**src/logic/paging_prot_pkg.sv**
```systemverilog
// constants and types shared by the paging protection logic
package paging_prot_pkg;
    // page table entry layout
    localparam int PTE_W = 16;
    localparam int PTE_RING_LO = 9;
    localparam int PTE_RING_HI = 10;
    localparam int PTE_DIRTY_BIT = 11;
    localparam int PTE_REF_BIT = 12;
    localparam int PTE_EXEC_BIT = 13;
    localparam int PTE_READ_BIT = 14;
    localparam int PTE_WRITE_BIT = 15;
    // fault status layout
    localparam int FS_FETCH_BIT = 15;
    localparam int FS_PERMIT_BIT = 14;
    localparam int FS_TABLE_LO = 6;
    localparam int FS_TABLE_HI = 7;
    localparam int FS_PAGE_LO = 0;
    localparam int FS_PAGE_HI = 5;
    localparam logic [15:0] FAULT_STATUS_RESET = 16'h0000;
    // level map control layout: ring 1:0, table 3:2, alternate table 5:4
    localparam int LMC_W = 6;
    localparam int LMC_RING_LO = 0;
    localparam int LMC_TABLE_LO = 2;
    localparam int LMC_ALT_LO = 4;
    localparam logic [5:0] LMC_RESET = 6'h00;
    localparam int NUM_LEVELS = 16;
    // interrupt routing
    localparam logic [3:0] FAULT_LEVEL = 4'hE;
    localparam logic [3:0] CAUSE_PROTECT_VIOLATION = 4'h2;
    localparam logic [3:0] CAUSE_PAGE_ABSENT = 4'h3;
    localparam logic [3:0] CAUSE_PRIVILEGED = 4'h4;
    localparam logic [3:0] CAUSE_SUPERVISOR_CALL = 4'h5;
    localparam logic [1:0] PRIV_MIN_RING = 2'h2;
    localparam logic [1:0] RING_W_FULL = 2'h3;
    typedef enum logic [1:0] {ACC_FETCH, ACC_READ, ACC_WRITE, ACC_INDIRECT} access_kind_t;
endpackage

```
**src/logic/ring_permit_check.sv**
```systemverilog
// combinational ring and permit check of one reference against one entry
`timescale 1ns/100ps
module ring_permit_check
    import paging_prot_pkg::*;
(
    input wire logic [15:0] entry,
    input wire logic [1:0] run_ring,
    input wire paging_prot_pkg::access_kind_t kind,
    output logic absent,
    output logic ring_bad,
    output logic permit_bad
);
    logic wr_ok;
    logic rd_ok;
    logic ex_ok;
    logic [1:0] page_ring;

    assign wr_ok = entry[PTE_WRITE_BIT];
    assign rd_ok = entry[PTE_READ_BIT];
    assign ex_ok = entry[PTE_EXEC_BIT];
    assign page_ring = entry[PTE_RING_HI:PTE_RING_LO];
    // page ring must not exceed running ring
    assign ring_bad = page_ring > run_ring;
    assign absent = !wr_ok && !rd_ok && !ex_ok;

    always_comb begin
        case (kind)
            ACC_WRITE: permit_bad = !wr_ok;
            ACC_READ: permit_bad = !rd_ok;
            ACC_FETCH: permit_bad = !ex_ok;
            ACC_INDIRECT: permit_bad = !(ex_ok || rd_ok);
            default: permit_bad = 1'b1;
        endcase
    end
endmodule

```
**src/logic/ring_permit_paging_protection.sv**
```systemverilog
// paging protection, reference status and fault status capture
`timescale 1ns/100ps
// Functional notes
// - entry ring lives in bits 10 and 9
// - ring 0 reaches only ring 0 pages
// - ring 1 reaches rings 1 and 0
// - ring 2 reaches rings 2, 1, 0
// - ring 3 reaches everything, permits permitting
// - ring breach: privileged interrupt, level 14, suppressed
// - compare level ring with entry ring
// - privileged instructions only on rings 2, 3; the code allows them on any ring while mapping is off
// - supervisor call always raises internal interrupt
// - entry bits 11 dirty, 12 referenced
// - hardware sets referenced and dirty flags
// - all permits zero means page absent
// - each fault carries its cause code
// - fault locks status until read op
// - status bit 15 marks fetch fault
// - bit 14 permit versus ring, permit wins
// - bits 7-6 table, 5-0 page
// - fetch fault holds program counter
// - enable op maps from next fetch
// - disable op drops mapping and protection
// - map register written one per op
// - permit violation gives cause code 2
// - write, read, fetch permits bits 15-13
module ring_permit_paging_protection
    import paging_prot_pkg::*;
#(
    parameter int LEVELS = paging_prot_pkg::NUM_LEVELS
)
(
    input wire logic mclk,
    input wire logic resetn,
    // memory reference from the address path
    input wire logic ref_valid,
    input wire paging_prot_pkg::access_kind_t ref_kind,
    input wire logic [3:0] cur_level,
    input wire logic [5:0] ref_page,
    input wire logic use_alt_table,
    input wire logic [15:0] entry_in,
    output logic ref_allow,
    output logic entry_wr,
    output logic [1:0] entry_table,
    output logic [5:0] entry_page,
    output logic [15:0] entry_out,
    // instruction events from the sequencer
    input wire logic instr_privileged,
    input wire logic instr_start,
    input wire logic supervisor_call,
    input wire logic translation_enable_op,
    input wire logic translation_disable_op,
    input wire logic write_level_map_op,
    input wire logic [3:0] map_level_sel,
    input wire logic [5:0] map_wdata,
    input wire logic read_fault_status_op,
    output logic instr_suppress,
    output logic pc_hold,
    output logic fault_irq,
    output logic [3:0] fault_irq_level,
    output logic [3:0] internal_cause_code,
    output logic translation_on,
    output logic [15:0] fault_status_reg,
    output logic fault_locked
);
    import paging_prot_pkg::*;

    // ------------------------------------------------------------
    // level map control registers
    // ------------------------------------------------------------
    logic [LMC_W-1:0] level_map_control_ff [LEVELS];
    logic [LMC_W-1:0] cur_map;
    logic [1:0] run_ring;
    logic [1:0] translation_table;
    logic [1:0] alternate_table_select;
    logic translation_on_ff;
    logic priv_block;

    assign cur_map = level_map_control_ff[cur_level];
    assign run_ring = cur_map[LMC_RING_LO +: 2];
    assign translation_table = cur_map[LMC_TABLE_LO +: 2];
    assign alternate_table_select = cur_map[LMC_ALT_LO +: 2];

    always_ff @(posedge mclk or negedge resetn) begin
        if (!resetn) begin
            for (int i = 0; i < LEVELS; i++) begin
                level_map_control_ff[i] <= LMC_RESET;
            end
        end else if (write_level_map_op && !priv_block) begin
            // one register per op
            level_map_control_ff[map_level_sel] <= map_wdata;
        end
    end

    // ------------------------------------------------------------
    // translation on/off
    // ------------------------------------------------------------
    // privileged ops need ring 2 or 3 while mapping is on
    assign priv_block = translation_on_ff && run_ring < PRIV_MIN_RING
        && (instr_privileged || translation_enable_op || translation_disable_op
        || write_level_map_op || read_fault_status_op);

    always_ff @(posedge mclk or negedge resetn) begin
        if (!resetn) begin
            translation_on_ff <= 1'b0;
        end else if (translation_disable_op && !priv_block) begin
            translation_on_ff <= 1'b0;
        end else if (translation_enable_op && !priv_block) begin
            translation_on_ff <= 1'b1;
        end
    end
    assign translation_on = translation_on_ff;

    // ------------------------------------------------------------
    // reference check
    // ------------------------------------------------------------
    logic absent;
    logic ring_bad;
    logic permit_bad;
    logic chk_on;
    logic fault_absent;
    logic fault_permit;
    logic fault_ring;
    logic ref_fault;

    ring_permit_check u_check (
        .entry(entry_in),
        .run_ring(run_ring),
        .kind(ref_kind),
        .absent(absent),
        .ring_bad(ring_bad),
        .permit_bad(permit_bad)
    );

    // protection only applies while mapping is on
    assign chk_on = ref_valid && translation_on_ff;
    assign fault_absent = chk_on && absent;
    assign fault_permit = chk_on && !absent && permit_bad;
    assign fault_ring = chk_on && !absent && !permit_bad && ring_bad;
    assign ref_fault = fault_absent || fault_permit || fault_ring;
    assign ref_allow = ref_valid && !ref_fault;
    assign instr_suppress = ref_fault || priv_block;
    // fetch fault leaves the program counter alone
    assign pc_hold = ref_fault && ref_kind == ACC_FETCH;

    // ------------------------------------------------------------
    // referenced / dirty write-back
    // ------------------------------------------------------------
    always_ff @(posedge mclk or negedge resetn) begin
        if (!resetn) begin
            entry_wr <= 1'b0;
            entry_table <= 2'h0;
            entry_page <= 6'h00;
            entry_out <= 16'h0000;
        end else begin
            entry_wr <= chk_on && !ref_fault;
            entry_table <= use_alt_table ? alternate_table_select : translation_table;
            entry_page <= ref_page;
            entry_out <= entry_in;
            entry_out[PTE_REF_BIT] <= 1'b1;
            if (ref_kind == ACC_WRITE) begin
                entry_out[PTE_DIRTY_BIT] <= 1'b1;
            end else begin
                entry_out[PTE_DIRTY_BIT] <= entry_in[PTE_DIRTY_BIT];
            end
        end
    end

    // ------------------------------------------------------------
    // internal interrupt request
    // ------------------------------------------------------------
    logic [3:0] nxt_cause;
    logic irq_ff;
    logic [3:0] cause_ff;

    always_comb begin
        if (fault_absent) begin
            nxt_cause = CAUSE_PAGE_ABSENT;
        end else if (fault_permit) begin
            nxt_cause = CAUSE_PROTECT_VIOLATION;
        end else if (fault_ring || priv_block) begin
            nxt_cause = CAUSE_PRIVILEGED;
        end else begin
            nxt_cause = CAUSE_SUPERVISOR_CALL;
        end
    end

    always_ff @(posedge mclk or negedge resetn) begin
        if (!resetn) begin
            irq_ff <= 1'b0;
            cause_ff <= 4'h0;
        end else begin
            // supervisor call raises on any ring
            irq_ff <= ref_fault || priv_block || supervisor_call;
            cause_ff <= nxt_cause;
        end
    end
    assign fault_irq = irq_ff;
    assign fault_irq_level = FAULT_LEVEL;
    assign internal_cause_code = cause_ff;

    // ------------------------------------------------------------
    // fault status register with lock
    // ------------------------------------------------------------
    logic [15:0] fault_status_ff;
    logic locked_ff;
    logic [1:0] fault_table;
    logic status_read;

    assign fault_table = use_alt_table ? alternate_table_select : translation_table;
    assign status_read = read_fault_status_op && !priv_block;

    always_ff @(posedge mclk or negedge resetn) begin
        if (!resetn) begin
            fault_status_ff <= FAULT_STATUS_RESET;
        end else if (ref_fault && !locked_ff) begin
            // captured only while unlocked
            fault_status_ff <= FAULT_STATUS_RESET;
            fault_status_ff[FS_FETCH_BIT] <= ref_kind == ACC_FETCH;
            fault_status_ff[FS_PERMIT_BIT] <= fault_permit;
            fault_status_ff[FS_TABLE_HI:FS_TABLE_LO] <= fault_table;
            fault_status_ff[FS_PAGE_HI:FS_PAGE_LO] <= ref_page;
        end
    end

    always_ff @(posedge mclk or negedge resetn) begin
        if (!resetn) begin
            locked_ff <= 1'b0;
        end else if (ref_fault) begin
            // new fault wins over a same-cycle read
            locked_ff <= 1'b1;
        end else if (status_read) begin
            locked_ff <= 1'b0;
        end
    end
    assign fault_status_reg = fault_status_ff;
    assign fault_locked = locked_ff;

    // ------------------------------------------------------------
    // checks
    // ------------------------------------------------------------
    logic [1:0] entry_ring;
    assign entry_ring = entry_in[PTE_RING_HI:PTE_RING_LO];

    a_ring_block: assert property (@(posedge mclk) disable iff (!resetn)
        ref_valid && translation_on && !absent && !permit_bad && ring_bad |-> !ref_allow && instr_suppress)
        else $error("ring breach not blocked");
    a_ring_level: assert property (@(posedge mclk) disable iff (!resetn)
        fault_ring |=> fault_irq && internal_cause_code == 4'h4 && fault_irq_level == 4'hE)
        else $error("ring breach cause wrong");
    a_permit_code: assert property (@(posedge mclk) disable iff (!resetn)
        fault_permit |=> fault_irq && internal_cause_code == 4'h2)
        else $error("permit violation cause wrong");
    a_absent_code: assert property (@(posedge mclk) disable iff (!resetn)
        ref_valid && translation_on && entry_in[15:13] == 3'b000 |=> fault_irq && internal_cause_code == 4'h3)
        else $error("absent page not reported");
    a_priv_block: assert property (@(posedge mclk) disable iff (!resetn)
        translation_on && instr_privileged && run_ring < 2'h2 |-> instr_suppress ##1 fault_irq)
        else $error("privileged op on low ring");
    a_svc_irq: assert property (@(posedge mclk) disable iff (!resetn)
        supervisor_call |=> fault_irq)
        else $error("supervisor call silent");
    a_lock_hold: assert property (@(posedge mclk) disable iff (!resetn)
        fault_locked && !(read_fault_status_op && !priv_block) |=> fault_locked && $stable(fault_status_reg))
        else $error("locked status changed");
    a_fetch_bit: assert property (@(posedge mclk) disable iff (!resetn)
        !fault_locked && ref_fault && ref_kind == ACC_FETCH |=> fault_status_reg[15] && fault_locked)
        else $error("fetch bit not captured");
    a_dirty_set: assert property (@(posedge mclk) disable iff (!resetn)
        ref_allow && translation_on && ref_kind == ACC_WRITE |=> entry_wr && entry_out[11] && entry_out[12])
        else $error("dirty flag not set");
    a_off_free: assert property (@(posedge mclk) disable iff (!resetn)
        !translation_on |-> !ref_fault && !priv_block)
        else $error("protection while unmapped");
    a_ring_page: assert property (@(posedge mclk) disable iff (!resetn)
        chk_on && entry_ring > run_ring |-> !ref_allow)
        else $error("higher ring page reached");
    a_ring_zero: assert property (@(posedge mclk) disable iff (!resetn)
        chk_on && run_ring == 2'h0 && entry_ring != 2'h0 |-> !ref_allow)
        else $error("ring 0 left its ring");
    a_ring_one: assert property (@(posedge mclk) disable iff (!resetn)
        chk_on && run_ring == 2'h1 && entry_ring > 2'h1 |-> !ref_allow)
        else $error("ring 1 reached above");
    a_ring_two: assert property (@(posedge mclk) disable iff (!resetn)
        chk_on && run_ring == 2'h2 && entry_ring == 2'h3 |-> !ref_allow)
        else $error("ring 2 reached ring 3");
    a_ring_full: assert property (@(posedge mclk) disable iff (!resetn)
        chk_on && run_ring == RING_W_FULL && ref_kind == ACC_READ && entry_in[PTE_READ_BIT] |-> ref_allow)
        else $error("ring 3 read refused");
    a_ring_ok: assert property (@(posedge mclk) disable iff (!resetn)
        chk_on && ref_kind == ACC_READ && entry_in[PTE_READ_BIT] && entry_ring <= run_ring |-> ref_allow)
        else $error("legal ring read refused");
    a_ring_suppress: assert property (@(posedge mclk) disable iff (!resetn)
        fault_ring |-> instr_suppress ##1 fault_irq_level == 4'hE)
        else $error("ring breach not suppressed");
    a_priv_code: assert property (@(posedge mclk) disable iff (!resetn)
        translation_on && instr_privileged && run_ring < PRIV_MIN_RING && !ref_valid |=> internal_cause_code == 4'h4)
        else $error("privileged op cause wrong");
    a_priv_free: assert property (@(posedge mclk) disable iff (!resetn)
        translation_on && instr_privileged && run_ring >= PRIV_MIN_RING && !ref_valid |-> !instr_suppress)
        else $error("privileged op blocked on high ring");
    a_svc_code: assert property (@(posedge mclk) disable iff (!resetn)
        supervisor_call && !ref_valid && !priv_block |=> internal_cause_code == 4'h5)
        else $error("supervisor call cause wrong");
    a_ref_flag: assert property (@(posedge mclk) disable iff (!resetn)
        entry_wr |-> entry_out[PTE_REF_BIT])
        else $error("referenced flag not set");
    a_dirty_keep: assert property (@(posedge mclk) disable iff (!resetn)
        chk_on && !ref_fault && ref_kind != ACC_WRITE |=> entry_out[PTE_DIRTY_BIT] == $past(entry_in[PTE_DIRTY_BIT]))
        else $error("dirty flag changed on read");
    a_absent_stop: assert property (@(posedge mclk) disable iff (!resetn)
        chk_on && entry_in[15:13] == 3'b000 |-> !ref_allow && instr_suppress)
        else $error("absent page reached");
    a_lock_set: assert property (@(posedge mclk) disable iff (!resetn)
        ref_fault |=> fault_locked && fault_irq)
        else $error("fault did not lock");
    a_lock_clear: assert property (@(posedge mclk) disable iff (!resetn)
        fault_locked && status_read && !ref_fault |=> !fault_locked)
        else $error("status read did not unlock");
    a_data_bit: assert property (@(posedge mclk) disable iff (!resetn)
        !fault_locked && ref_fault && ref_kind != ACC_FETCH |=> !fault_status_reg[15])
        else $error("data fault marked as fetch");
    a_permit_wins: assert property (@(posedge mclk) disable iff (!resetn)
        !fault_locked && fault_permit && ring_bad |=> fault_status_reg[14] && internal_cause_code == 4'h2)
        else $error("permit fault lost to ring");
    a_ring_bit: assert property (@(posedge mclk) disable iff (!resetn)
        !fault_locked && fault_ring |=> !fault_status_reg[14])
        else $error("ring fault marked as permit");
    a_page_capture: assert property (@(posedge mclk) disable iff (!resetn)
        !fault_locked && ref_fault |=> fault_status_reg[5:0] == $past(ref_page))
        else $error("fault page not captured");
    a_table_capture: assert property (@(posedge mclk) disable iff (!resetn)
        !fault_locked && ref_fault && !use_alt_table |=> fault_status_reg[7:6] == $past(translation_table))
        else $error("fault table not captured");
    a_pc_fetch: assert property (@(posedge mclk) disable iff (!resetn)
        chk_on && ref_kind == ACC_FETCH && !entry_in[PTE_EXEC_BIT] |-> pc_hold && instr_suppress)
        else $error("fetch fault moved counter");
    a_enable_next: assert property (@(posedge mclk) disable iff (!resetn)
        translation_enable_op && !translation_disable_op && !priv_block |=> translation_on)
        else $error("enable op ignored");
    a_disable_now: assert property (@(posedge mclk) disable iff (!resetn)
        translation_disable_op && !priv_block |=> !translation_on)
        else $error("disable op ignored");
    a_map_write: assert property (@(posedge mclk) disable iff (!resetn)
        write_level_map_op && !priv_block |=> level_map_control_ff[$past(map_level_sel)] == $past(map_wdata))
        else $error("map register not written");
    a_permit_write: assert property (@(posedge mclk) disable iff (!resetn)
        chk_on && ref_kind == ACC_WRITE && !entry_in[PTE_WRITE_BIT] |-> !ref_allow && instr_suppress)
        else $error("denied write let through");
endmodule

```
**config.mk**
```make
export PLATFORM = sky130hd
export DESIGN_NAME = ring_permit_paging_protection
export DESIGN_NICKNAME = d
export VERILOG_FILES = /design/src/logic/paging_prot_pkg.sv /design/src/logic/ring_permit_check.sv /design/src/logic/ring_permit_paging_protection.sv
export SDC_FILE = /design/constraint.sdc
export NUM_CORES = 1
export LEC_CHECK = 0
export BUFFER_PORTS_ARGS = -buffer_cell sky130_fd_sc_hd__clkbuf_2
export CAP_MARGIN = 10
export CORE_ASPECT_RATIO = 1.2
export CORE_MARGIN = 5
export CORE_UTILIZATION = 23
export DETAILED_ROUTE_END_ITERATION = 10
export PLACE_DENSITY = 0.45
export RECOVER_POWER = 50
export SLEW_MARGIN = 20
export SYNTH_ARGS = -nofsm -noshare
export SYNTH_HDL_FRONTEND = slang
export SYNTH_SLANG_ARGS = --single-unit
```
**constraint.sdc**
```tcl
create_clock -name mclk -period 4.14 [get_ports mclk]
set_input_delay 0.414 -clock mclk [delete_from_list [all_inputs] [get_ports mclk]]
set_output_delay 0.414 -clock mclk [all_outputs]
set_load 0.03 [all_outputs]
```
[After elaboration in Yosys (flattened, before gate mapping)]
Index checks and enable logic that the tools add are counted.
Storage, ports and cells
  flip-flop bits (word level): 138
  word-level logic and storage cells: 92
Cells by class
  $lt $le $gt $ge: 5
  eq/ne operators: 3
  muxes and demuxes: 16
  bitwise operators: 2
  reductions and logical operators: 41
Operators by type and width (count)
  bitwise mux 96 bit: 1
  binary-select mux 6 bit (select 4 bit): 1
  demux 6 bit (select 4 bit): 1
  logical AND 1 bit: 19
  two-way mux 6 bit: 3
  >= comparator 5 bit (second input constant): 2
  logical OR 1 bit: 10
  NOT 4 -> 5 bit: 2
  logical NOT 1 bit: 9
  two-way mux 1 bit: 6
  less-than comparator 5 x 1 -> 1 bit (second input constant): 1
  == test 2 bit (second input constant): 2
  two-way mux 4 bit: 1
  case mux 1 bit (4 select lines): 1
  nonzero test 2 bit: 2
  two-way mux 3 bit: 1
  == test 2 x 1 -> 1 bit (second input constant): 1
  greater-than comparator 2 bit: 1
  logical NOT 2 bit: 1
  less-than comparator 2 bit (second input constant): 1
  two-way mux 2 bit: 1

[Logic depth before layout (Yosys ltp)]
  depth in word-level cells: 11
  gate-level depth with buffers: 11

[Modules after synthesis]
Synthesis repeated with hierarchy kept, for this count alone.
Unflattened totals
  cell total of the unflattened synthesis: 425
  area total of the unflattened synthesis: 6075.8 µm²
Modules (own cells, without submodules)
  ring_permit_paging_protection: times used 1, cells an instance 415, area each 5997.0 µm², seq. area each 3428.3 µm²
  ring_permit_check: times used 1, cells an instance 10, area each 78.8 µm², seq. area each 0.0 µm²

[Worst setup path before layout]
Ideal clock, no wire load.
  path type: input-to-output
  start: input cur_level[0]
  end: output pc_hold
  arrival time: 3255 ps
  path slack: 471 ps
  stages: 10
  path buffers: 3
  cells stage by stage: buf_4 buf_2 mux4_2 mux4_2 ha_1 nand2_1 o21ai_0 a21o_1 clkbuf_1 nor3_1
Between the ends
  longest elaborated chain between the ends: 8
RTL lines
  start, declared: RTL line ring_permit_paging_protection.sv:38  | input wire logic [3:0] cur_level,
  NOT 4 -> 5 bit (implied by the code): RTL line ring_permit_paging_protection.sv:79  | assign cur_map = level_map_control_ff[cur_level];
  binary-select mux 6 bit (select 4 bit): RTL line ring_permit_paging_protection.sv:79
  two-way mux 6 bit (implied by the code) (2 in series): RTL line ring_permit_paging_protection.sv:79
  greater-than comparator 2 bit: RTL line ring_permit_check.sv:23  | assign ring_bad = page_ring > run_ring;
  logical AND 1 bit: RTL line ring_permit_paging_protection.sv:139  | assign fault_ring = chk_on && !absent && !permit_bad && ring_bad;
  logical OR 1 bit: RTL line ring_permit_paging_protection.sv:140  | assign ref_fault = fault_absent || fault_permit || fault_ring;
  logical AND 1 bit: RTL line ring_permit_paging_protection.sv:144  | assign pc_hold = ref_fault && ref_kind == ACC_FETCH;
  end, declared: RTL line ring_permit_paging_protection.sv:58  | output logic pc_hold,
No other way between the ends. The select of a mux whose other input is x is not followed.

[Worst setup path in the final report]
  start: register level_map_control_ff[7] in the netlist's numbering
  end: output instr_suppress
Between the ends
  longest elaborated chain between the ends: 7
RTL lines
  start, declared: RTL line ring_permit_paging_protection.sv:71  | logic [LMC_W-1:0] level_map_control_ff [LEVELS];
  start signal, assigned by index: RTL line ring_permit_paging_protection.sv:91  | level_map_control_ff[map_level_sel] <= map_wdata;
  binary-select mux 6 bit (select 4 bit) *: RTL line ring_permit_paging_protection.sv:79
  two-way mux 6 bit (implied by the code) * (2 in series): RTL line ring_permit_paging_protection.sv:79
  greater-than comparator 2 bit / less-than comparator 2 bit (equally long branches): RTL line ring_permit_check.sv:23, ring_permit_paging_protection.sv:99
  logical AND 1 bit, on equally long branches: RTL line ring_permit_paging_protection.sv:139, ring_permit_paging_protection.sv:99
  logical OR 1 bit / logical AND 1 bit (equally long branches): RTL line ring_permit_paging_protection.sv:140, ring_permit_paging_protection.sv:100
  logical OR 1 bit *: RTL line ring_permit_paging_protection.sv:142  | assign instr_suppress = ref_fault || priv_block;
  end, declared: RTL line ring_permit_paging_protection.sv:57  | output logic instr_suppress,
Every way passes the cells marked *; elsewhere a longest branch is shown, timed or not. The select of a mux whose other input is x is not followed.

==> run summary <==
The post-route DRC violation count came out at 0. Detailed placement ended at an HPWL of 11300 um. Of the cells placed in the final design, the portion with a size suffix greater than 1 is 0.413. In this run the vertical extent of the chip is 185 um. Hold repair after CTS inserted 0 buffers.

The floorplan has 64 rows. The number of enable flip-flop cells after synthesis came out at 0. The run finished, with violations left. The biggest fanout along the worst timing path came out at 9. The die outline area came out at 28800 um^2. The global-route wire length before repair is 24300 um.

The initial core utilization is 0.232. The pre-CTS setup slack is 0.527 ns. The global routing usage summed across all routing layers came out at 0.111. The buffer count from post-CTS setup fixing came out at 0. The chip width came out at 156 um. The initial antenna violation count came out at 0.

The starting DRC count in detailed routing is 185. After layout, the minimum clock period comes to 3.61 ns. The tree is rooted in a sky130_fd_sc_hd__clkbuf_16. In the synthesized netlist the dominant register cell turns out to be sky130_fd_sc_hd__dfrtp_1. The worst max-slew margin expressed relative to the limit came out at -0.980. The total via count in the routed design came out at 3870. The synthesized design contains 137 register bits. Across the run, the number of max-cap violations was 1.

The netlist area before placement came out at 5860 um^2. Summing all flip-flop and latch instances after layout gives 3430 um^2. The maximum number of pins on one net before global-route repair is 115. Relative to the synthesized area, the layout overhead comes to 22.5%. Using the TritonRoute via totals, the vias-per-cell ratio works out to 4.62.

The placed cell area is 6660 um^2. The maximum frequency from static timing analysis is 277 MHz. The portion of the post-synthesis area used by sequential elements is 0.585. The peak supply drop is 301 uV.

The number of antenna-violating nets in the routed design came out at 0. The total count of hold-check failures in the final report came out at 0. Once routing completed, OpenROAD measured the worst setup slack at 0.527 ns. The total negative slack is 0 ns. The final critical-path share of the clock period came out at 0.873. The setup violation total in the final timing report is 0. The count of distinct cell types in the synthesized netlist is 42. The path class of the tightest hold or removal check is primary input to flop. In the final design database the tool counted 547 nets.

The critical path data arrival time is 3.20 ns. The clock drives 137 sinks. The final instance area came out at 7180 um^2. The power per unit of standard cell area is 607 nW/um^2. The footprint of the multi-input gates is 2290 um^2. At the pin with the least slew margin, the transition time is 2.97 ns. The required time at the worst-slack endpoint is 3.73 ns. Routability-driven placement finished with a final weighted congestion of 0.812.

The count of mapped cells out of synthesis is 396. After clock tree synthesis, the clock-pin slew on the worst setup and hold paths is 0.06 ns. The clock reaches the later pin of the worst-skew pair after 0.42 ns.

The number of warnings reported in the yosys synthesis log is 0. The H-tree depth is 4. STA classifies the critical path endpoint as an output port. The number of iterations in the first detailed-routing pass came out at 4. In this run the tool buffered the top-level ports with 90 buffer cells. Setup repair after global routing left no endpoint under its margin. The floorplan step defined a core boundary enclosing 25300 um^2. The number of flip-flops under the largest register name is 96. The clock skew came out at 0.00922 ns. The worst setup path is launched from a flop. The number of antenna diodes in the final layout is 0. The total routed wirelength is 15600 um. The number of clock buffers added by TritonCTS is 17. The number of instances resized during post-cts repair came out at 0.

The checks that failed: capacitance limit, slew limit. The CTS tree is built. The maximum count of clock buffers along a single path came out at 2. The cell leakage power came out at 0.00313 uW. In the final routed layout, each cell accounts on average for 18.6 um.

The average cell area after synthesis came out at 14.8 um^2. The global-route congestion overflow total is 0. The max-slew violation count came out at 115. The post-synthesis async set-or-reset flop share is 1.00.

The via count of the first global-routing pass came to 4078. The I/O pin total came out at 104. After filler insertion, the fill cell instance count of the layout stands at 2646.

The worst setup path is of the flop to output port kind.
==> critical path: stages (launching register included) <==
cell                       delay, ns
sky130_fd_sc_hd__dfrtp_1        0.39
sky130_fd_sc_hd__mux4_2         0.46
sky130_fd_sc_hd__mux2i_1        0.31
sky130_fd_sc_hd__o22a_1         0.22
sky130_fd_sc_hd__ha_1           0.24
sky130_fd_sc_hd__nor2b_1        0.13
sky130_fd_sc_hd__o21ai_0        0.25
sky130_fd_sc_hd__a21o_1         0.34
sky130_fd_sc_hd__o21ai_1        0.19
sky130_fd_sc_hd__clkbuf_2       0.25
==> layer usage <==
layer  part of all wire  GRT usage  routed length (um)
met2               0.49      0.182                7620
met4              0.030     0.0511                 473
met5                  0          0                   0
met1               0.42      0.140                6500
met3              0.062     0.0273                 971
==> worst paths after layout <==
check,startpoint,endpoint,slack [ns],depth (start not counted)
setup / recovery,level_map_control_ff[7],instr_suppress,0.53,9
hold / removal,entry_in[0],entry_out[0],0.1,1
setup reg to reg,level_map_control_ff[0],fault_status_reg[2],1.11,8
hold reg to reg,level_map_control_ff[22],level_map_control_ff[22],0.48,1
max in group asynchronous,resetn,entry_page[5],1.32,2
min in group asynchronous,resetn,entry_out[14],0.87,1
==> power breakdown <==
part	internal (uW)	switching (uW)	total [uW]
Clock	840	558	1400
Sequential	1720	202	1920
Combinational	503	537	1040
Total	3060	1300	4360
==> placed cells by master (no fill, tap or decap), types with 9 or more instances in the layout <==
cell type	Yosys	final
sky130_fd_sc_hd__nand3_1	9	9
sky130_fd_sc_hd__clkbuf_2	0	81
sky130_fd_sc_hd__dfrtp_1	137	137
sky130_fd_sc_hd__clkbuf_1	6	13
sky130_fd_sc_hd__nand3_2	9	9
sky130_fd_sc_hd__mux4_2	24	24
sky130_fd_sc_hd__conb_1	2	12
sky130_fd_sc_hd__nand2_1	11	11
sky130_fd_sc_hd__o2bb2ai_1	48	48
sky130_fd_sc_hd__o22ai_1	9	9
sky130_fd_sc_hd__mux2_2	58	58
sky130_fd_sc_hd__clkbuf_16	0	17
==> synthesized netlist by cell type, types with 4 or more instances <==
master,number,area share
sky130_fd_sc_hd__buf_4,13,0.017
sky130_fd_sc_hd__inv_1,6,0.0038
sky130_fd_sc_hd__buf_2,4,0.0034
sky130_fd_sc_hd__nand3_2,9,0.015
sky130_fd_sc_hd__o22ai_1,9,0.0096
sky130_fd_sc_hd__nor2_1,7,0.0045
sky130_fd_sc_hd__nand2_1,11,0.0070
sky130_fd_sc_hd__nand3_1,9,0.0077
sky130_fd_sc_hd__nand4_1,7,0.0075
sky130_fd_sc_hd__mux2_2,58,0.11
sky130_fd_sc_hd__dfrtp_1,137,0.59
sky130_fd_sc_hd__nor2b_1,4,0.0043
sky130_fd_sc_hd__o2bb2ai_1,48,0.072
sky130_fd_sc_hd__clkbuf_1,6,0.0038
sky130_fd_sc_hd__o21ai_0,6,0.0051
sky130_fd_sc_hd__mux4_2,24,0.092
==> cell type report <==
type	count	area share
repair buffers	96	0.0669
flip-flops and latches	137	0.477
multi-input cells	238	0.319
inverters	6	0.00314
clock inverters	6	0.00558
well taps	330	0.0575
clock buffers	25	0.0704
==> per-stage QoR <==
| step | hold WS [ns] | total power [uW] | utilization | std cells |
|---|---|---|---|---|
| global route | 0.0750 | 4600 | 0.284 | 838 |
| finish | 0.0980 | 4360 | 0.284 | 838 |
| detailed placement | 0.472 | 3000 | 0.263 | 807 |
| floorplan | 0.118 | 2670 | - | 406 |
| CTS | 0.0756 | 4430 | 0.285 | 838 |
| global placement | 0.467 | 2970 | 0.263 | 807 |
==> logic make-up (layout without fill, tap and decap cells) <==
group	after synthesis	count (layout)	synth area share
flops	137	137	0.585
mux	83	83	0.205
compound gates	74	74	0.102
simple gates	66	66	0.0700
buf+inv	31	133	0.0303
fa+ha+maj	2	2	0.00427
other cells	2	12	0.00128
xor+xnor	1	1	0.00150
Power figures use the tool's default switching activity.
